$ cat src/dtc_map.svh
// register indices, field positions, reset values and timing counts of the dual timer
`ifndef DTC_MAP_SVH
`define DTC_MAP_SVH

// register indices, byte address is four times the index
`define DTC_IDX_CTL       10'h088
`define DTC_IDX_MODE      10'h089
`define DTC_IDX_LO0       10'h08A
`define DTC_IDX_LO1       10'h08B
`define DTC_IDX_HI0       10'h08C
`define DTC_IDX_HI1       10'h08D

// timer_control_status fields
`define DTC_CTL_OVF1      7
`define DTC_CTL_RUN1      6
`define DTC_CTL_OVF0      5
`define DTC_CTL_RUN0      4
`define DTC_CTL_EIF1      3
`define DTC_CTL_EIT1      2
`define DTC_CTL_EIF0      1
`define DTC_CTL_EIT0      0

// timer_mode_control fields
`define DTC_MOD_GATE1     7
`define DTC_MOD_FSEL1     6
`define DTC_MOD_M1_HI     5
`define DTC_MOD_M1_LO     4
`define DTC_MOD_GATE0     3
`define DTC_MOD_FSEL0     2
`define DTC_MOD_M0_HI     1
`define DTC_MOD_M0_LO     0

// reset values
`define DTC_CTL_RESET     8'h00
`define DTC_MODE_RESET    8'h00
`define DTC_CNT_RESET     8'h00

// oscillator periods per machine cycle
`define DTC_OSC_PER_MC    6

// bus responses
`define DTC_RESP_OKAY     2'h0
`define DTC_RESP_SLVERR   2'h2

`endif

$ cat src/dtc_pkg.sv
// types of the dual timer counter unit
package dtc_pkg;

  typedef enum logic [1:0] {
    DTC_MODE_PRESCALE,
    DTC_MODE_CASCADE,
    DTC_MODE_RELOAD,
    DTC_MODE_SPLIT
  } dtc_mode_e;

  typedef enum logic [2:0] {
    DTC_SEL_CTL,
    DTC_SEL_MODE,
    DTC_SEL_LO0,
    DTC_SEL_LO1,
    DTC_SEL_HI0,
    DTC_SEL_HI1,
    DTC_SEL_NONE
  } dtc_sel_e;

  typedef logic [7:0] dtc_byte_t;

endpackage

$ cat src/dtc_top.sv
// dual timer counter unit with an AXI4-Lite register slave
//
// Design decision made here: the AXI4-Lite register port.
`timescale 1ns/100ps
`include "dtc_map.svh"

module dtc_top (
  // clock and reset
  input  wire logic        mclk_i,
  input  wire logic        reset_n_i,
  // write address channel
  input  wire logic [11:0] s_axi_awaddr_i,
  input  wire logic        s_axi_awvalid_i,
  output      logic        s_axi_awready_o,
  // write data channel
  input  wire logic [31:0] s_axi_wdata_i,
  input  wire logic [3:0]  s_axi_wstrb_i,
  input  wire logic        s_axi_wvalid_i,
  output      logic        s_axi_wready_o,
  // write response channel
  output      logic [1:0]  s_axi_bresp_o,
  output      logic        s_axi_bvalid_o,
  input  wire logic        s_axi_bready_i,
  // read address channel
  input  wire logic [11:0] s_axi_araddr_i,
  input  wire logic        s_axi_arvalid_i,
  output      logic        s_axi_arready_o,
  // read data channel
  output      logic [31:0] s_axi_rdata_o,
  output      logic [1:0]  s_axi_rresp_o,
  output      logic        s_axi_rvalid_o,
  input  wire logic        s_axi_rready_i,
  // count and irq pins
  input  wire logic        unit_zero_count_pin_i,
  input  wire logic        unit_one_count_pin_i,
  input  wire logic        ext_irq_zero_pin_i,
  input  wire logic        ext_irq_one_pin_i,
  // vector acknowledges from the interrupt controller
  input  wire logic        unit_zero_vector_ack_i,
  input  wire logic        unit_one_vector_ack_i,
  input  wire logic        ext_irq_zero_ack_i,
  input  wire logic        ext_irq_one_ack_i,
  // flags towards the interrupt controller
  output      logic        unit_zero_overflow_flag_o,
  output      logic        unit_one_overflow_flag_o,
  output      logic        ext_irq_zero_flag_o,
  output      logic        ext_irq_one_flag_o
);

  // address decode shared by read and write
  function automatic dtc_pkg::dtc_sel_e dtc_decode(input logic [11:0] addr);
    dtc_pkg::dtc_sel_e sel;
    sel = dtc_pkg::DTC_SEL_NONE;
    if (addr[1:0] == 2'h0) begin
      case (addr[11:2])
        `DTC_IDX_CTL:  sel = dtc_pkg::DTC_SEL_CTL;
        `DTC_IDX_MODE: sel = dtc_pkg::DTC_SEL_MODE;
        `DTC_IDX_LO0:  sel = dtc_pkg::DTC_SEL_LO0;
        `DTC_IDX_LO1:  sel = dtc_pkg::DTC_SEL_LO1;
        `DTC_IDX_HI0:  sel = dtc_pkg::DTC_SEL_HI0;
        `DTC_IDX_HI1:  sel = dtc_pkg::DTC_SEL_HI1;
        default:       sel = dtc_pkg::DTC_SEL_NONE;
      endcase
    end
    return sel;
  endfunction

  // one count step, returns overflow, high byte, low byte
  function automatic logic [16:0] dtc_step(input logic [1:0] mode,
                                          input logic [7:0] lo,
                                          input logic [7:0] hi);
    logic [16:0] r;
    logic [15:0] s16;
    logic [12:0] s13;
    r   = {1'b0, hi, lo};
    s16 = {hi, lo} + 16'h0001;
    s13 = {hi, lo[4:0]} + 13'h0001;
    case (dtc_pkg::dtc_mode_e'(mode))
      dtc_pkg::DTC_MODE_PRESCALE: begin
        // upper low bits held, rollover flags
        r = {&{hi, lo[4:0]}, s13[12:5], lo[7:5], s13[4:0]};
      end
      dtc_pkg::DTC_MODE_CASCADE: begin
        r = {&{hi, lo}, s16};
      end
      dtc_pkg::DTC_MODE_RELOAD: begin
        r = (&lo) ? {1'b1, hi, hi} : {1'b0, hi, lo + 8'h01};
      end
      default: begin
        r = {&lo, hi, lo + 8'h01};
      end
    endcase
    return r;
  endfunction

  // registers
  logic [2:0]          mc_cnt_ff;
  logic [7:0]          ctl_ff;
  logic [7:0]          mode_ff;
  dtc_pkg::dtc_byte_t  cnt_ff [4];
  dtc_pkg::dtc_byte_t  pval_ff [4];
  logic [3:0]          pend_ff;
  logic [1:0]          cpin_ff;
  logic [1:0]          cfall_ff;
  logic [1:0]          ipin_ff;
  logic                aw_have_ff;
  logic [11:0]         aw_addr_ff;
  logic                w_have_ff;
  logic [7:0]          w_data_ff;
  logic                w_strb_ff;
  logic                awready_ff;
  logic                wready_ff;
  logic                bvalid_ff;
  logic [1:0]          bresp_ff;
  logic                arready_ff;
  logic                rvalid_ff;
  logic [31:0]         rdata_ff;
  logic [1:0]          rresp_ff;

  // combinational
  logic                tick;
  logic                do_wr;
  logic                wr_en;
  dtc_pkg::dtc_sel_e   wr_sel;
  dtc_pkg::dtc_sel_e   rd_sel;
  logic                aw_take;
  logic                w_take;
  logic                ar_take;
  logic                nxt_aw_have;
  logic                nxt_w_have;
  logic                nxt_bvalid;
  logic                nxt_rvalid;
  logic [7:0]          rd_byte;
  logic [1:0]          m0;
  logic [1:0]          m1;
  logic                split0;
  logic                en0;
  logic                en1;
  logic                th0_en;
  logic [16:0]         step0;
  logic [16:0]         step1;
  logic                ovf0_set;
  logic                ovf1_set;
  logic                eif0_set;
  logic                eif1_set;
  logic [7:0]          nxt_ctl;
  dtc_pkg::dtc_byte_t  nxt_cnt [4];

  // machine cycle divider
  assign tick = (mc_cnt_ff == 3'(`DTC_OSC_PER_MC - 1));

  always_ff @(posedge mclk_i or negedge reset_n_i) begin
    if (!reset_n_i) begin
      mc_cnt_ff <= 3'h0;
    end else if (tick) begin
      mc_cnt_ff <= 3'h0;
    end else begin
      mc_cnt_ff <= mc_cnt_ff + 3'h1;
    end
  end

  // pin sampling once per machine cycle
  always_ff @(posedge mclk_i or negedge reset_n_i) begin
    if (!reset_n_i) begin
      cpin_ff  <= 2'h0;
      cfall_ff <= 2'h0;
      ipin_ff  <= 2'h0;
    end else if (tick) begin
      cpin_ff  <= {unit_one_count_pin_i, unit_zero_count_pin_i};
      // fall counted at the next machine cycle
      cfall_ff <= cpin_ff & ~{unit_one_count_pin_i, unit_zero_count_pin_i};
      ipin_ff  <= {ext_irq_one_pin_i, ext_irq_zero_pin_i};
    end
  end

  // bus handshakes
  assign aw_take     = s_axi_awvalid_i & awready_ff;
  assign w_take      = s_axi_wvalid_i & wready_ff;
  assign ar_take     = s_axi_arvalid_i & arready_ff;
  assign do_wr       = aw_have_ff & w_have_ff & ~bvalid_ff;
  assign wr_sel      = dtc_decode(aw_addr_ff);
  assign wr_en       = do_wr & w_strb_ff & (wr_sel != dtc_pkg::DTC_SEL_NONE);
  assign nxt_aw_have = do_wr ? 1'b0 : (aw_take | aw_have_ff);
  assign nxt_w_have  = do_wr ? 1'b0 : (w_take | w_have_ff);
  assign nxt_bvalid  = do_wr | (bvalid_ff & ~s_axi_bready_i);
  assign nxt_rvalid  = ar_take | (rvalid_ff & ~s_axi_rready_i);
  assign rd_sel      = dtc_decode(s_axi_araddr_i);

  // write side of the slave
  always_ff @(posedge mclk_i or negedge reset_n_i) begin
    if (!reset_n_i) begin
      aw_have_ff <= 1'b0;
      aw_addr_ff <= 12'h000;
      w_have_ff  <= 1'b0;
      w_data_ff  <= 8'h00;
      w_strb_ff  <= 1'b0;
      awready_ff <= 1'b0;
      wready_ff  <= 1'b0;
      bvalid_ff  <= 1'b0;
      bresp_ff   <= `DTC_RESP_OKAY;
    end else begin
      aw_have_ff <= nxt_aw_have;
      w_have_ff  <= nxt_w_have;
      awready_ff <= ~nxt_aw_have & ~nxt_bvalid;
      wready_ff  <= ~nxt_w_have & ~nxt_bvalid;
      bvalid_ff  <= nxt_bvalid;
      if (aw_take) begin
        aw_addr_ff <= s_axi_awaddr_i;
      end
      if (w_take) begin
        w_data_ff <= s_axi_wdata_i[7:0];
        w_strb_ff <= s_axi_wstrb_i[0];
      end
      if (do_wr) begin
        bresp_ff <= (wr_sel == dtc_pkg::DTC_SEL_NONE) ? `DTC_RESP_SLVERR : `DTC_RESP_OKAY;
      end
    end
  end

  // read mux
  always_comb begin
    case (rd_sel)
      dtc_pkg::DTC_SEL_CTL:  rd_byte = ctl_ff;
      dtc_pkg::DTC_SEL_MODE: rd_byte = mode_ff;
      dtc_pkg::DTC_SEL_LO0:  rd_byte = cnt_ff[0];
      dtc_pkg::DTC_SEL_LO1:  rd_byte = cnt_ff[1];
      dtc_pkg::DTC_SEL_HI0:  rd_byte = cnt_ff[2];
      dtc_pkg::DTC_SEL_HI1:  rd_byte = cnt_ff[3];
      default:               rd_byte = 8'h00;
    endcase
  end

  // read side of the slave
  always_ff @(posedge mclk_i or negedge reset_n_i) begin
    if (!reset_n_i) begin
      arready_ff <= 1'b0;
      rvalid_ff  <= 1'b0;
      rdata_ff   <= 32'h00000000;
      rresp_ff   <= `DTC_RESP_OKAY;
    end else begin
      arready_ff <= ~nxt_rvalid;
      rvalid_ff  <= nxt_rvalid;
      if (ar_take) begin
        rdata_ff <= {24'h000000, rd_byte};
        rresp_ff <= (rd_sel == dtc_pkg::DTC_SEL_NONE) ? `DTC_RESP_SLVERR : `DTC_RESP_OKAY;
      end
    end
  end

  assign m0     = {mode_ff[`DTC_MOD_M0_HI], mode_ff[`DTC_MOD_M0_LO]};
  assign m1     = {mode_ff[`DTC_MOD_M1_HI], mode_ff[`DTC_MOD_M1_LO]};
  assign split0 = (dtc_pkg::dtc_mode_e'(m0) == dtc_pkg::DTC_MODE_SPLIT);

  assign en0 = tick & ctl_ff[`DTC_CTL_RUN0]
             & (~mode_ff[`DTC_MOD_GATE0] | ipin_ff[0])
             // counter pace set by two-sample fall
             & (~mode_ff[`DTC_MOD_FSEL0] | cfall_ff[0]);
  // mode 3 stops unit one; run bit lent to split high byte
  assign en1 = tick & (dtc_pkg::dtc_mode_e'(m1) != dtc_pkg::DTC_MODE_SPLIT)
             & (split0 | ctl_ff[`DTC_CTL_RUN1])
             & (~mode_ff[`DTC_MOD_GATE1] | ipin_ff[1])
             & (~mode_ff[`DTC_MOD_FSEL1] | cfall_ff[1]);
  // split high byte counts machine cycles
  assign th0_en = tick & split0 & ctl_ff[`DTC_CTL_RUN1];

  assign step0 = dtc_step(m0, cnt_ff[0], cnt_ff[2]);
  assign step1 = dtc_step(m1, cnt_ff[1], cnt_ff[3]);

  assign ovf0_set = en0 & step0[16];
  // split high byte owns unit one flag
  assign ovf1_set = split0 ? (th0_en & (&cnt_ff[2])) : (en1 & step1[16]);

  assign eif0_set = tick & ~ext_irq_zero_pin_i & (~ctl_ff[`DTC_CTL_EIT0] | ipin_ff[0]);
  assign eif1_set = tick & ~ext_irq_one_pin_i & (~ctl_ff[`DTC_CTL_EIT1] | ipin_ff[1]);

  // count byte next values
  always_comb begin
    nxt_cnt[0] = en0 ? step0[7:0] : cnt_ff[0];
    nxt_cnt[1] = en1 ? step1[7:0] : cnt_ff[1];
    nxt_cnt[3] = en1 ? step1[15:8] : cnt_ff[3];
    nxt_cnt[2] = split0 ? cnt_ff[2] + 8'(th0_en) : (en0 ? step0[15:8] : cnt_ff[2]);
    // pending software value replaces the count at the tick
    for (int i = 0; i < 4; i++) begin
      if (tick && pend_ff[i]) begin
        nxt_cnt[i] = pval_ff[i];
      end
    end
  end

  // count bytes touched only by counting or writes
  always_ff @(posedge mclk_i or negedge reset_n_i) begin
    if (!reset_n_i) begin
      cnt_ff <= '{default: `DTC_CNT_RESET};
    end else begin
      for (int i = 0; i < 4; i++) begin
        cnt_ff[i] <= nxt_cnt[i];
      end
    end
  end

  // software writes held until the next machine cycle
  always_ff @(posedge mclk_i or negedge reset_n_i) begin
    if (!reset_n_i) begin
      pend_ff <= 4'h0;
      pval_ff <= '{default: `DTC_CNT_RESET};
    end else begin
      for (int i = 0; i < 4; i++) begin
        if (wr_en && (wr_sel == dtc_pkg::dtc_sel_e'(3'(i + 2)))) begin
          pend_ff[i] <= 1'b1;
          pval_ff[i] <= w_data_ff;
        end else if (tick) begin
          pend_ff[i] <= 1'b0;
        end
      end
    end
  end

  // control register next value, hardware set wins
  always_comb begin
    nxt_ctl = ctl_ff;
    // whole byte written by software, flags included
    if (wr_en && (wr_sel == dtc_pkg::DTC_SEL_CTL)) begin
      nxt_ctl = w_data_ff;
    end
    nxt_ctl[`DTC_CTL_OVF0] = (nxt_ctl[`DTC_CTL_OVF0] & ~unit_zero_vector_ack_i) | ovf0_set;
    nxt_ctl[`DTC_CTL_OVF1] = (nxt_ctl[`DTC_CTL_OVF1] & ~unit_one_vector_ack_i) | ovf1_set;
    nxt_ctl[`DTC_CTL_EIF0] = (nxt_ctl[`DTC_CTL_EIF0] & ~ext_irq_zero_ack_i) | eif0_set;
    nxt_ctl[`DTC_CTL_EIF1] = (nxt_ctl[`DTC_CTL_EIF1] & ~ext_irq_one_ack_i) | eif1_set;
  end

  always_ff @(posedge mclk_i or negedge reset_n_i) begin
    if (!reset_n_i) begin
      ctl_ff <= `DTC_CTL_RESET;
    end else begin
      ctl_ff <= nxt_ctl;
    end
  end

  always_ff @(posedge mclk_i or negedge reset_n_i) begin
    if (!reset_n_i) begin
      mode_ff <= `DTC_MODE_RESET;
    end else if (wr_en && (wr_sel == dtc_pkg::DTC_SEL_MODE)) begin
      mode_ff <= w_data_ff;
    end
  end

  // outputs
  assign s_axi_awready_o           = awready_ff;
  assign s_axi_wready_o            = wready_ff;
  assign s_axi_bvalid_o            = bvalid_ff;
  assign s_axi_bresp_o             = bresp_ff;
  assign s_axi_arready_o           = arready_ff;
  assign s_axi_rvalid_o            = rvalid_ff;
  assign s_axi_rdata_o             = rdata_ff;
  assign s_axi_rresp_o             = rresp_ff;
  assign unit_zero_overflow_flag_o = ctl_ff[`DTC_CTL_OVF0];
  assign unit_one_overflow_flag_o  = ctl_ff[`DTC_CTL_OVF1];
  assign ext_irq_zero_flag_o       = ctl_ff[`DTC_CTL_EIF0];
  assign ext_irq_one_flag_o        = ctl_ff[`DTC_CTL_EIF1];

endmodule

$ cat config.mk
export PLATFORM = sky130hd
export DESIGN_NAME = dtc_top
export DESIGN_NICKNAME = d
export VERILOG_FILES = /design/src/dtc_pkg.sv /design/src/dtc_top.sv
export VERILOG_INCLUDE_DIRS = /design/src
export SDC_FILE = /design/constraint.sdc
export NUM_CORES = 1
export LEC_CHECK = 0
export BUFFER_PORTS_ARGS = -buffer_cell sky130_fd_sc_hd__buf_2
export CAP_MARGIN = 20
export CORE_MARGIN = 3
export CORE_UTILIZATION = 57
export DETAILED_ROUTE_END_ITERATION = 7
export PLACE_DENSITY = 0.82
export SLEW_MARGIN = 20
export SYNTH_ARGS = -nofsm -noshare
export SYNTH_HDL_FRONTEND = slang
export SYNTH_SLANG_ARGS = --single-unit
$ cat constraint.sdc
create_clock -name mclk_i -period 2.61 [get_ports mclk_i]
set_input_delay 0.261 -clock mclk_i [delete_from_list [all_inputs] [get_ports mclk_i]]
set_output_delay 0.261 -clock mclk_i [all_outputs]
set_load 0.01 [all_outputs]
==> results.py, run 1 <==
metrics = {
    "outcome": {
        "status": "finished clean",
    },
    "sta": {
        "final_max_slew_viol_count": 0,
        "hold_violations": 0,
        "whs_ns": 0.0224,
        "min_period_ns": 2.38,
        "fin_ws_ns": 0.233,
        "setup-tns-final_ns": 0,
        "worst_clock_skew_ns": 0.00720,
        "setup_viol_count_final": 0,
        "fin_crit_sh_pct": 91.1,
        "fmax_ghz": 0.421,
        "tightest_slew_ns": 0.721,
        "max_slew_margin_pct": 51.9,
        "rsz0062_at_grt": "no",
    },
    "pwr": {
        "p_clk_share_pct": 40.0,
        "seqPwrFrac_pct": 48.7,
        "comb_power_share_pct": 11.3,
        "p_per_area_nw_per_um2": 664,
        "cell_internal_pwr_mw": 3.97,
        "p_leak_nw": 3.81,
        "p_total_mw": 5.53,
        "max-vdd-ir-drop_v": 0.000678,
        "swShare_pct": 28.3,
        "p_sw_mw": 1.57,
    },
    "drt": {
        "routedWlPerCell_um": 19.9,
        "dr_total_vias": 6048,
        "drt_first_iter_violations": 616,
        "drt-total-wl_mm": 19.0,
        "drc": 0,
        "ant_nets": 0,
        "first_pass_iters": 5,
        "viasPerCell": 6.34,
    },
    "hold_path": {
        "min_to": "ctl_ff[3]$_DFF_PN0_",
        "hold-path-cell-count": 2,
        "hp-start": "ext_irq_one_ack_i",
        "hold_path_class": "primary input to register",
    },
    "synth": {
        "async_flop_share_pct": 100,
        "seq_area_frac_synth_pct": 44.2,
        "synth_area_per_cell_um2": 10.4,
        "netlist_area_um2": 7410,
        "ys_ff_latch": 131,
        "yosysUniqueCellTypes": 73,
        "ys_warn_count": 0,
        "synth_edf_count": 0,
        "yosysTopAreaCellShare_pct": 44.2,
        "syn-instance-count": 716,
        "ys.flop_type": "dfrtp_1",
        "yosysTopAreaCell": "dfrtp_1",
        "synthTopCellsByArea": "dfrtp_1, mux2_2, nand2_1",
    },
    "global_route": {
        "grt_max_degree": 132,
        "grt_antenna_before_repair": 0,
        "grt_first_pass_wirelength_mm": 30.8,
        "grt_usage_pct": 27.5,
        "grt_pass1_vias": 5902,
        "gr-total-overflow": 0,
    },
    "critical_path": {
        "start_kind": "register",
        "timing.rr.end": "cnt_ff[7]$_DFFE_PN0P_",
        "crit_required_ns": 2.87,
        "cp_max_fo": 7,
        "reg2reg_from": "mode_ff[1]$_DFFE_PN0P_",
        "worstSetupEndpointType": "register",
        "criticalPathCategory": "register to register",
        "reg2reg_depth": 6,
        "critical_path_arrival_ns": 2.64,
        "rrSetupSlack_ns": 0.23,
    },
    "floorplan": {
        "core_um2": 12700,
        "initial_core_util_pct": 58.5,
        "dieWidth_um": 120,
        "die_h_um": 120,
        "die_area_um2": 14400,
        "ios": 120,
        "row_count": 41,
    },
    "clock_tree": {
        "numClockSinks": 131,
        "cts_resized": 0,
        "cts_buffers": 17,
        "cts_tree": "yes",
        "cts_root_buf": "clkbuf_16",
        "htree_num_levels": 4,
        "cts_buffer_depth": 2,
        "clock_latency_ns": 0.42,
        "path_clk_slew_ns": 0.06,
    },
    "layout": {
        "layout-drive-gt1-share_pct": 24.6,
        "finalNonFillerCells": 954,
        "area_growth_pct": 12.5,
        "fin_area_um2": 8340,
        "diodes": 0,
        "post-route-util_pct": 65.8,
        "nNetsFinal": 855,
    },
    "job": {
        "cap_viol_max_count": 0,
    },
    "placed_design": {
        "place_ws_ns": 0.381,
        "dpl_cell_area_um2": 7760,
        "gp_congestion": 0.914,
        "portBuffers": 66,
        "hpwl_mm": 13.5,
        "placed_cells": 922,
    },
}
cell type report:
cell class,count,area [um^2]
Fill cell,968,4330
Clock inverter,11,106
Clock buffer,20,457
Multi-Input combinational cell,522,3790
Tap cell,172,215
Inverter,25,93.8
Sequential cell,131,3280
Timing Repair Buffer,73,400
how the worst max path moves through the flow:
| stage | from | end | slack (ns) | depth (start not counted) |
|---|---|---|---|---|
| after floorplan | mode_ff[0]$_DFFE_PN0P_ | cnt_ff[14]$_DFFE_PN0P_ | 0.24 | 11 |
| after global placement | aw_addr_ff[8]$_DFFE_PN0P_ | pval_ff[14]$_DFFE_PN0P_ | 0.42 | 5 |
| after detailed placement | mode_ff[1]$_DFFE_PN0P_ | cnt_ff[7]$_DFFE_PN0P_ | 0.38 | 6 |
| after CTS | mode_ff[1]$_DFFE_PN0P_ | cnt_ff[7]$_DFFE_PN0P_ | 0.27 | 6 |
| after global routing | mode_ff[0]$_DFFE_PN0P_ | cnt_ff[7]$_DFFE_PN0P_ | 0.17 | 6 |
| final | mode_ff[1]$_DFFE_PN0P_ | cnt_ff[7]$_DFFE_PN0P_ | 0.23 | 6 |
cells by family after synthesis:
| logic type | count (synthesis) | synth area share (%) |
|---|---|---|
| xor gates and xnor gates | 22 | 2.60 |
| other | 1 | 0.0506 |
| muxes | 92 | 14.9 |
| and+or+nand+nor | 226 | 16.9 |
| AOI/OAI and AO/OA | 146 | 13.7 |
| DFF | 131 | 44.2 |
| adders and majority gates | 10 | 1.69 |
| buffers and inverters | 88 | 5.97 |
cells in the final DEF (no fill, tap or decap), drive strengths merged, types with 10 or more instances in the layout:
cell type,n
clkbuf,20
o21ai,31
and4,10
a22oi,15
dfrtp,131
xnor2,13
mux2,67
nor2,33
ha,10
nand3,24
nand2,72
nor2b,12
nor3,14
nand4,13
conb,26
buf,72
a21oi,26
inv,25
mux2i,17
Yosys cell counts, drive strengths merged, types with 14 or more instances:
cell type and n:
a21oi 26, a22oi 15, buf 38, clkbuf 25, dfrtp 131, inv 24, mux2 67, mux2i 17
nand2 72, nand3 24, nor2 33, nor3 14, o21ai 31
metal layers:
| layer | GRT usage (%) | part of all wire (%) | vias to the layer above |
|---|---|---|---|
| met2 | 44.0 | 47 | 373 |
| met3 | 7.54 | 9.8 | 48 |
| met1 | 35.5 | 40 | 2921 |
| li1 | - | - | 2706 |
| met5 | 0 | 0 | - |
| met4 | 11.2 | 2.9 | 0 |
registers in the layout, indices dropped and copies added, names as in the netlist, 3 cells and up:
register / count
cnt_ff: 32
w_data_ff: 8
mc_cnt_ff: 3
aw_addr_ff: 12
pval_ff: 32
ctl_ff: 8
mode_ff: 8
s_axi_rdata_o: 8
pend_ff: 4
worst max-delay path: stages, from the launching register on:
cell and delay, ns:
dfrtp_1 0.43, ha_1 0.33, nor2_1 0.15, o41ai_1 0.64, nand2_1 0.31, a22oi_1 0.21
o311ai_0 0.15
power groups by stage:
stage          sequential (mW)  clock [mW]  combinational [mW]
3_5_place_dp              2.72           0               0.625
3_3_place_gp              2.69           0               0.588
5_1_grt                   2.72        2.36               0.694
6_report                  2.69        2.21               0.626
4_1_cts                   2.68        2.25               0.634
2_1_floorplan             2.53           0               0.471
repair_timing:
action / 4_1_cts / 5_1_grt
endpoints found under the hold margin: 35 / 0
hold buffers: 1 / 0
buffers inserted: 0 / 0
No activity file was read; power rests on OpenSTA's default activity.
==> inputs of run 2 (changes only) <==
--- a/config.mk
+++ b/config.mk
@@ -11,7 +11,7 @@
 export CORE_MARGIN = 3
 export CORE_UTILIZATION = 57
 export DETAILED_ROUTE_END_ITERATION = 7
-export PLACE_DENSITY = 0.82
+export PLACE_DENSITY = 0.8
 export SLEW_MARGIN = 20
 export SYNTH_ARGS = -nofsm -noshare
 export SYNTH_HDL_FRONTEND = slang
==> run 2 against run 1 <==
Total power up 3.6%. Sequential cell count unchanged. Cell area up 0.63%. Sequential share of layout area decreased by 0.25 points. Fmax increased by 1.6%. Largest cell class unchanged.
==> results.py, run 2 (same netlist as run 1, synthesis figures left out) <==
metrics = {
    "drt": {
        "drc": 0,
        "first_pass_iters": 6,
        "drt_first_iter_violations": 671,
        "ant_nets": 0,
        "dr_total_vias": 6183,
        "routedWlPerCell_um": 20.8,
        "drt-total-wl_mm": 19.9,
        "viasPerCell": 6.46,
    },
    "clock_tree": {
        "cts_buffer_depth": 2,
        "htree_num_levels": 4,
        "clock_latency_ns": 0.42,
        "numClockSinks": 131,
        "cts_tree": "yes",
        "cts_buffers": 17,
        "cts_root_buf": "clkbuf_16",
        "path_clk_slew_ns": 0.06,
        "cts_setup_buffers": 0,
    },
    "critical_path": {
        "crit_required_ns": 2.91,
        "cp_max_fo": 9,
        "slowest_delay_ns": 0.51,
        "timing.rr.end": "pval_ff[12]$_DFFE_PN0P_",
        "crit_buf_inv": 0,
        "crit_top_cell": "and4_1",
        "criticalPathCategory": "register to register",
        "crit_path_start": "aw_addr_ff[8]$_DFFE_PN0P_",
        "cp_slowest_cell": "nor4b_1",
        "reg2reg_depth": 5,
        "critical_path_arrival_ns": 2.64,
        "cp_cell_sequence": "nor4b_1, and4_1, and4_1, and2_1, mux2_2",
        "reg2reg_from": "aw_addr_ff[8]$_DFFE_PN0P_",
        "rrSetupSlack_ns": 0.27,
        "start_kind": "register",
        "worstSetupEndpointType": "register",
        "critPathTopFamily": "simple AND/OR/NAND/NOR gates",
    },
    "floorplan": {
        "dieWidth_um": 120,
        "die_h_um": 120,
        "row_count": 41,
        "initial_core_util_pct": 58.5,
        "die_area_um2": 14400,
        "ios": 120,
        "core_um2": 12700,
    },
    "layout": {
        "diodes": 0,
        "nNetsFinal": 858,
        "final_cell_mix": "dfrtp_1, nand2_1, mux2_2, buf_2, nor2_1",
        "layout-drive-gt1-share_pct": 24.6,
        "regArea_um2": 3280,
        "post-route-util_pct": 66.2,
        "mostFrequentLayoutCell": "dfrtp_1",
        "multi_input_area_um2": 3790,
        "nFillCells": 950,
        "area_growth_pct": 13.2,
        "finalNonFillerCells": 957,
        "top_regs": "cnt_ff x32, pval_ff x32, aw_addr_ff x12",
    },
    "sta": {
        "max_slew_margin_pct": 53.6,
        "final_max_slew_viol_count": 0,
        "hold_violations": 0,
        "setup_viol_count_final": 0,
        "worst_clock_skew_ns": 0.00846,
        "rsz0062_at_grt": "no",
        "min_period_ns": 2.34,
        "fin_crit_sh_pct": 89.6,
        "fmax_ghz": 0.428,
        "tightest_slew_ns": 0.689,
        "setup-tns-final_ns": 0,
    },
    "hold_path": {
        "hold_path_class": "primary input to register",
        "hp-start": "ext_irq_zero_ack_i",
        "min_to": "ctl_ff[1]$_DFF_PN0_",
        "hold-path-cell-count": 2,
    },
    "global_route": {
        "grt_max_degree": 43,
        "gr-total-overflow": 0,
        "grt_usage_pct": 28.5,
        "grt_antenna_before_repair": 0,
        "grt_first_pass_wirelength_mm": 32.0,
        "grt_pass1_vias": 6089,
    },
    "job": {
        "cap_viol_max_count": 0,
    },
    "pwr": {
        "p_total_mw": 5.73,
        "p_per_area_nw_per_um2": 683,
        "max-vdd-ir-drop_v": 0.000653,
        "p_leak_nw": 3.85,
    },
    "outcome": {
        "status": "finished clean",
    },
    "placed_design": {
        "gp_congestion": 0.937,
        "portBuffers": 66,
        "placed_cells": 924,
        "hpwl_mm": 14.0,
    },
}
## run 2: changes by cell type in the layout (fill, tap and decap cells not counted), moves of 2 or more
cell        delta
clkbuf_8       -2
bufinv_16      +2
buf_4          +2
clkinvlp_4     -3
## run 2: area by class of cell
type,instances,share of cell area [%]
multi-input combinational,522,45.1
tap,172,2.56
clock buffer,19,5.16
clock inverter,12,1.88
inverter,25,1.12
sequential,131,39.1
timing repair buffer,76,5.07
## run 2: per-layer routing
layer  wire (um)  part of all wire (%)  track usage [%]
met2        9570                    48             45.6
met1        7710                    39             36.3
met4         635                   3.2             12.2
met5           0                     0                0
met3        2010                    10             8.25
## run 2: through the flow
| step | cell area [um^2] | hold slack [ns] | worst slack [ns] |
|---|---|---|---|
| finish | 8390 | 0.0153 | 0.271 |
| global route | 8390 | 0.0169 | 0.112 |
| CTS | 8390 | 0.00901 | 0.286 |
| detailed placement | 7780 | 0.288 | 0.313 |
| global placement | 7780 | 0.271 | 0.389 |
| floorplan | 7510 | -0.0346 | 0.242 |
## run 2: power by group
part | switching (mW) | internal, mW | total, mW | leakage, nW
combinational | 0.303 | 0.329 | 0.632 | 1.85
sequential | 0.414 | 2.29 | 2.70 | 1.71
clock | 0.898 | 1.50 | 2.40 | 0.292
total | 1.62 | 4.12 | 5.73 | 3.85
## run 2: worst max path at each step
stage,cells past startpoint,slack [ns],to
4_1_cts,5,0.29,pval_ff[12]$_DFFE_PN0P_
3_3_place_gp,5,0.39,pval_ff[9]$_DFFE_PN0P_
2_1_floorplan,11,0.24,cnt_ff[14]$_DFFE_PN0P_
6_report,5,0.27,pval_ff[12]$_DFFE_PN0P_
5_1_grt,5,0.11,pval_ff[12]$_DFFE_PN0P_
3_5_place_dp,5,0.31,pval_ff[13]$_DFFE_PN0P_
## run 2: what timing repair did
| action | 4_1_cts | 5_1_grt |
|---|---|---|
| endpoints found under the hold margin | 38 | 0 |
| hold buffers | 2 | 0 |
| endpoints found under the setup margin | 0 | 0 |
| resized for setup | 0 | 0 |
==> inputs of run 3 (changes only) <==
--- a/config.mk
+++ b/config.mk
@@ -8,10 +8,9 @@
 export LEC_CHECK = 0
 export BUFFER_PORTS_ARGS = -buffer_cell sky130_fd_sc_hd__buf_2
 export CAP_MARGIN = 20
-export CORE_MARGIN = 3
-export CORE_UTILIZATION = 57
+export CORE_UTILIZATION = 60
 export DETAILED_ROUTE_END_ITERATION = 7
-export PLACE_DENSITY = 0.8
+export PLACE_DENSITY = 0.84
 export SLEW_MARGIN = 20
 export SYNTH_ARGS = -nofsm -noshare
 export SYNTH_HDL_FRONTEND = slang
==> constraint.sdc (replaced) <==
create_clock -name mclk_i -period 3 [get_ports mclk_i]
set_input_delay 0.3 -clock mclk_i [delete_from_list [all_inputs] [get_ports mclk_i]]
set_output_delay 0.3 -clock mclk_i [all_outputs]
set_load 0.01 [all_outputs]
==> run 3 against run 2 <==
Sequential power decreased by 12%. Fmax decreased by 4.7%. Clock power decreased by 17%. Worst hold slack improved by 0.027 ns. Critical path type unchanged.
==> results.py, run 3 (same netlist as run 1, synthesis figures left out) <==
metrics = {
    "clock_tree": {
        "numClockSinks": 131,
        "cts_setup_buffers": 0,
        "cts_root_buf": "clkbuf_16",
        "cts_resized": 0,
        "path_clk_slew_ns": 0.06,
        "htree_num_levels": 4,
        "clock_latency_ns": 0.43,
        "cts_hold_buf": 1,
        "cts_buffers": 17,
        "cts_buffer_depth": 2,
        "cts_tree": "yes",
    },
    "drt": {
        "wl_met3_mm": 1.68,
        "met1_length_mm": 7.87,
        "dr_total_vias": 6050,
        "top_layer": "met4",
        "drt_first_iter_violations": 608,
        "ant_nets": 0,
        "routedWlPerCell_um": 20.7,
        "dr_wl_met2_mm": 8.74,
        "first_pass_iters": 5,
        "viasPerCell": 6.52,
        "drt-total-wl_mm": 19.2,
        "drc": 0,
    },
    "layout": {
        "nNetsFinal": 853,
        "layout-drive-gt1-share_pct": 24.5,
        "post-route-util_pct": 69.1,
        "finalNonFillerCells": 928,
        "diodes": 0,
        "area_growth_pct": 12.0,
        "final_cell_mix": "dfrtp_1, nand2_1, mux2_2, buf_2, nor2_1",
        "mostFrequentLayoutCell": "dfrtp_1",
        "fin_area_um2": 8300,
        "top_regs": "cnt_ff x32, pval_ff x32, aw_addr_ff x12",
    },
    "critical_path": {
        "crit_required_ns": 3.35,
        "rrSetupSlack_ns": 0.55,
        "worstSetupEndpointType": "register",
        "timing.rr.end": "cnt_ff[10]$_DFFE_PN0P_",
        "criticalPathCategory": "register to register",
        "start_kind": "register",
        "critical_path_arrival_ns": 2.80,
        "reg2reg_from": "mode_ff[1]$_DFFE_PN0P_",
        "reg2reg_depth": 7,
        "cp_max_fo": 18,
    },
    "sta": {
        "fin_ws_ns": 0.547,
        "hold_violations": 0,
        "tightest_slew_ns": 0.741,
        "fin_crit_sh_pct": 81.8,
        "final_max_slew_viol_count": 0,
        "setup-tns-final_ns": 0,
        "rsz0062_at_grt": "no",
        "worst_clock_skew_ns": 0.00784,
        "setup_viol_count_final": 0,
        "fmax_ghz": 0.408,
        "min_period_ns": 2.45,
        "max_slew_margin_pct": 50.6,
    },
    "placed_design": {
        "hpwl_mm": 13.4,
        "gp_congestion": 0.921,
        "dpl_cell_area_um2": 7720,
        "portBuffers": 66,
        "placed_cells": 895,
        "place_ws_ns": 0.659,
    },
    "floorplan": {
        "die_h_um": 113,
        "row_count": 40,
        "die_area_um2": 12800,
        "initial_core_util_pct": 61.7,
        "core_um2": 12000,
        "ios": 120,
        "dieWidth_um": 113,
    },
    "global_route": {
        "grt_pass1_vias": 5871,
        "gr-total-overflow": 0,
        "grt_usage_pct": 32.3,
        "grt_first_pass_wirelength_mm": 31.1,
        "grt_antenna_before_repair": 0,
        "grt_max_degree": 54,
    },
    "hold_path": {
        "hp-start": "ext_irq_one_ack_i",
        "min_to": "ctl_ff[3]$_DFF_PN0_",
        "hold-path-cell-count": 2,
        "hold_path_class": "primary input to register",
    },
    "pwr": {
        "max-vdd-ir-drop_v": 0.000663,
        "p_per_area_nw_per_um2": 591,
        "p_leak_nw": 3.80,
    },
    "job": {
        "cap_viol_max_count": 0,
    },
    "outcome": {
        "status": "finished clean",
    },
}
-- run 3: cell types whose count changed in the layout (fill, tap and decap cells not counted), sizes merged --
| cell | before | now |
|---|---|---|
| clkinvlp | 0 | 5 |
| clkbuf | 19 | 21 |
| clkinv | 8 | 5 |
| buf | 74 | 70 |
| inv | 26 | 25 |
| bufinv | 3 | 1 |
| dlygate4sd3 | 2 | 1 |
-- run 3: worst max-delay path by stage --
stage                                       from                     end  slack (ns)
after floorplan           mode_ff[0]$_DFFE_PN0P_  cnt_ff[14]$_DFFE_PN0P_        0.63
after global placement    mode_ff[0]$_DFFE_PN0P_  cnt_ff[10]$_DFFE_PN0P_        0.67
after detailed placement  mode_ff[0]$_DFFE_PN0P_  cnt_ff[10]$_DFFE_PN0P_        0.66
after CTS                 mode_ff[0]$_DFFE_PN0P_  cnt_ff[10]$_DFFE_PN0P_        0.64
after global routing      mode_ff[0]$_DFFE_PN0P_  cnt_ff[10]$_DFFE_PN0P_        0.48
final                     mode_ff[1]$_DFFE_PN0P_  cnt_ff[10]$_DFFE_PN0P_        0.55
-- run 3: worst max-delay path, stage by stage (launching register included) --
cell and delay, ns:
dfrtp_1 0.43, ha_1 0.27, buf_4 0.23, nor2b_1 0.28
nor2_1 0.13, a311oi_2 0.70, a22oi_1 0.21, o21ai_0 0.13
-- run 3: layout make-up --
cell class / count / area, um^2
multi-input combinational: 522 / 3790
fill: 897 / 3710
sequential: 131 / 3280
clock buffer: 21 / 470
timing repair buffer: 71 / 385
tap: 147 / 184
clock inverter: 11 / 104
inverter: 25 / 93.8
-- run 3: power breakdown --
| group | total [mW] | switching (mW) | internal, mW |
|---|---|---|---|
| sequential | 2.37 | 0.386 | 1.99 |
| clock | 1.99 | 0.790 | 1.20 |
| combinational | 0.537 | 0.254 | 0.283 |
-- run 3: routing by layer --
metal	global-route usage [%]	vias to the layer above
met5	0	-
met4	19.4	0
met3	7.71	75
met2	48.9	367
met1	42.3	2909
li1	-	2699
-- run 3: through the flow --
step	power [mW]	hold slack, ns
after global routing	5.08	0.0506
final	4.91	0.0419
after CTS	4.91	0.0353
after global placement	2.88	0.313
after floorplan	2.61	0.00441
after detailed placement	2.93	0.321
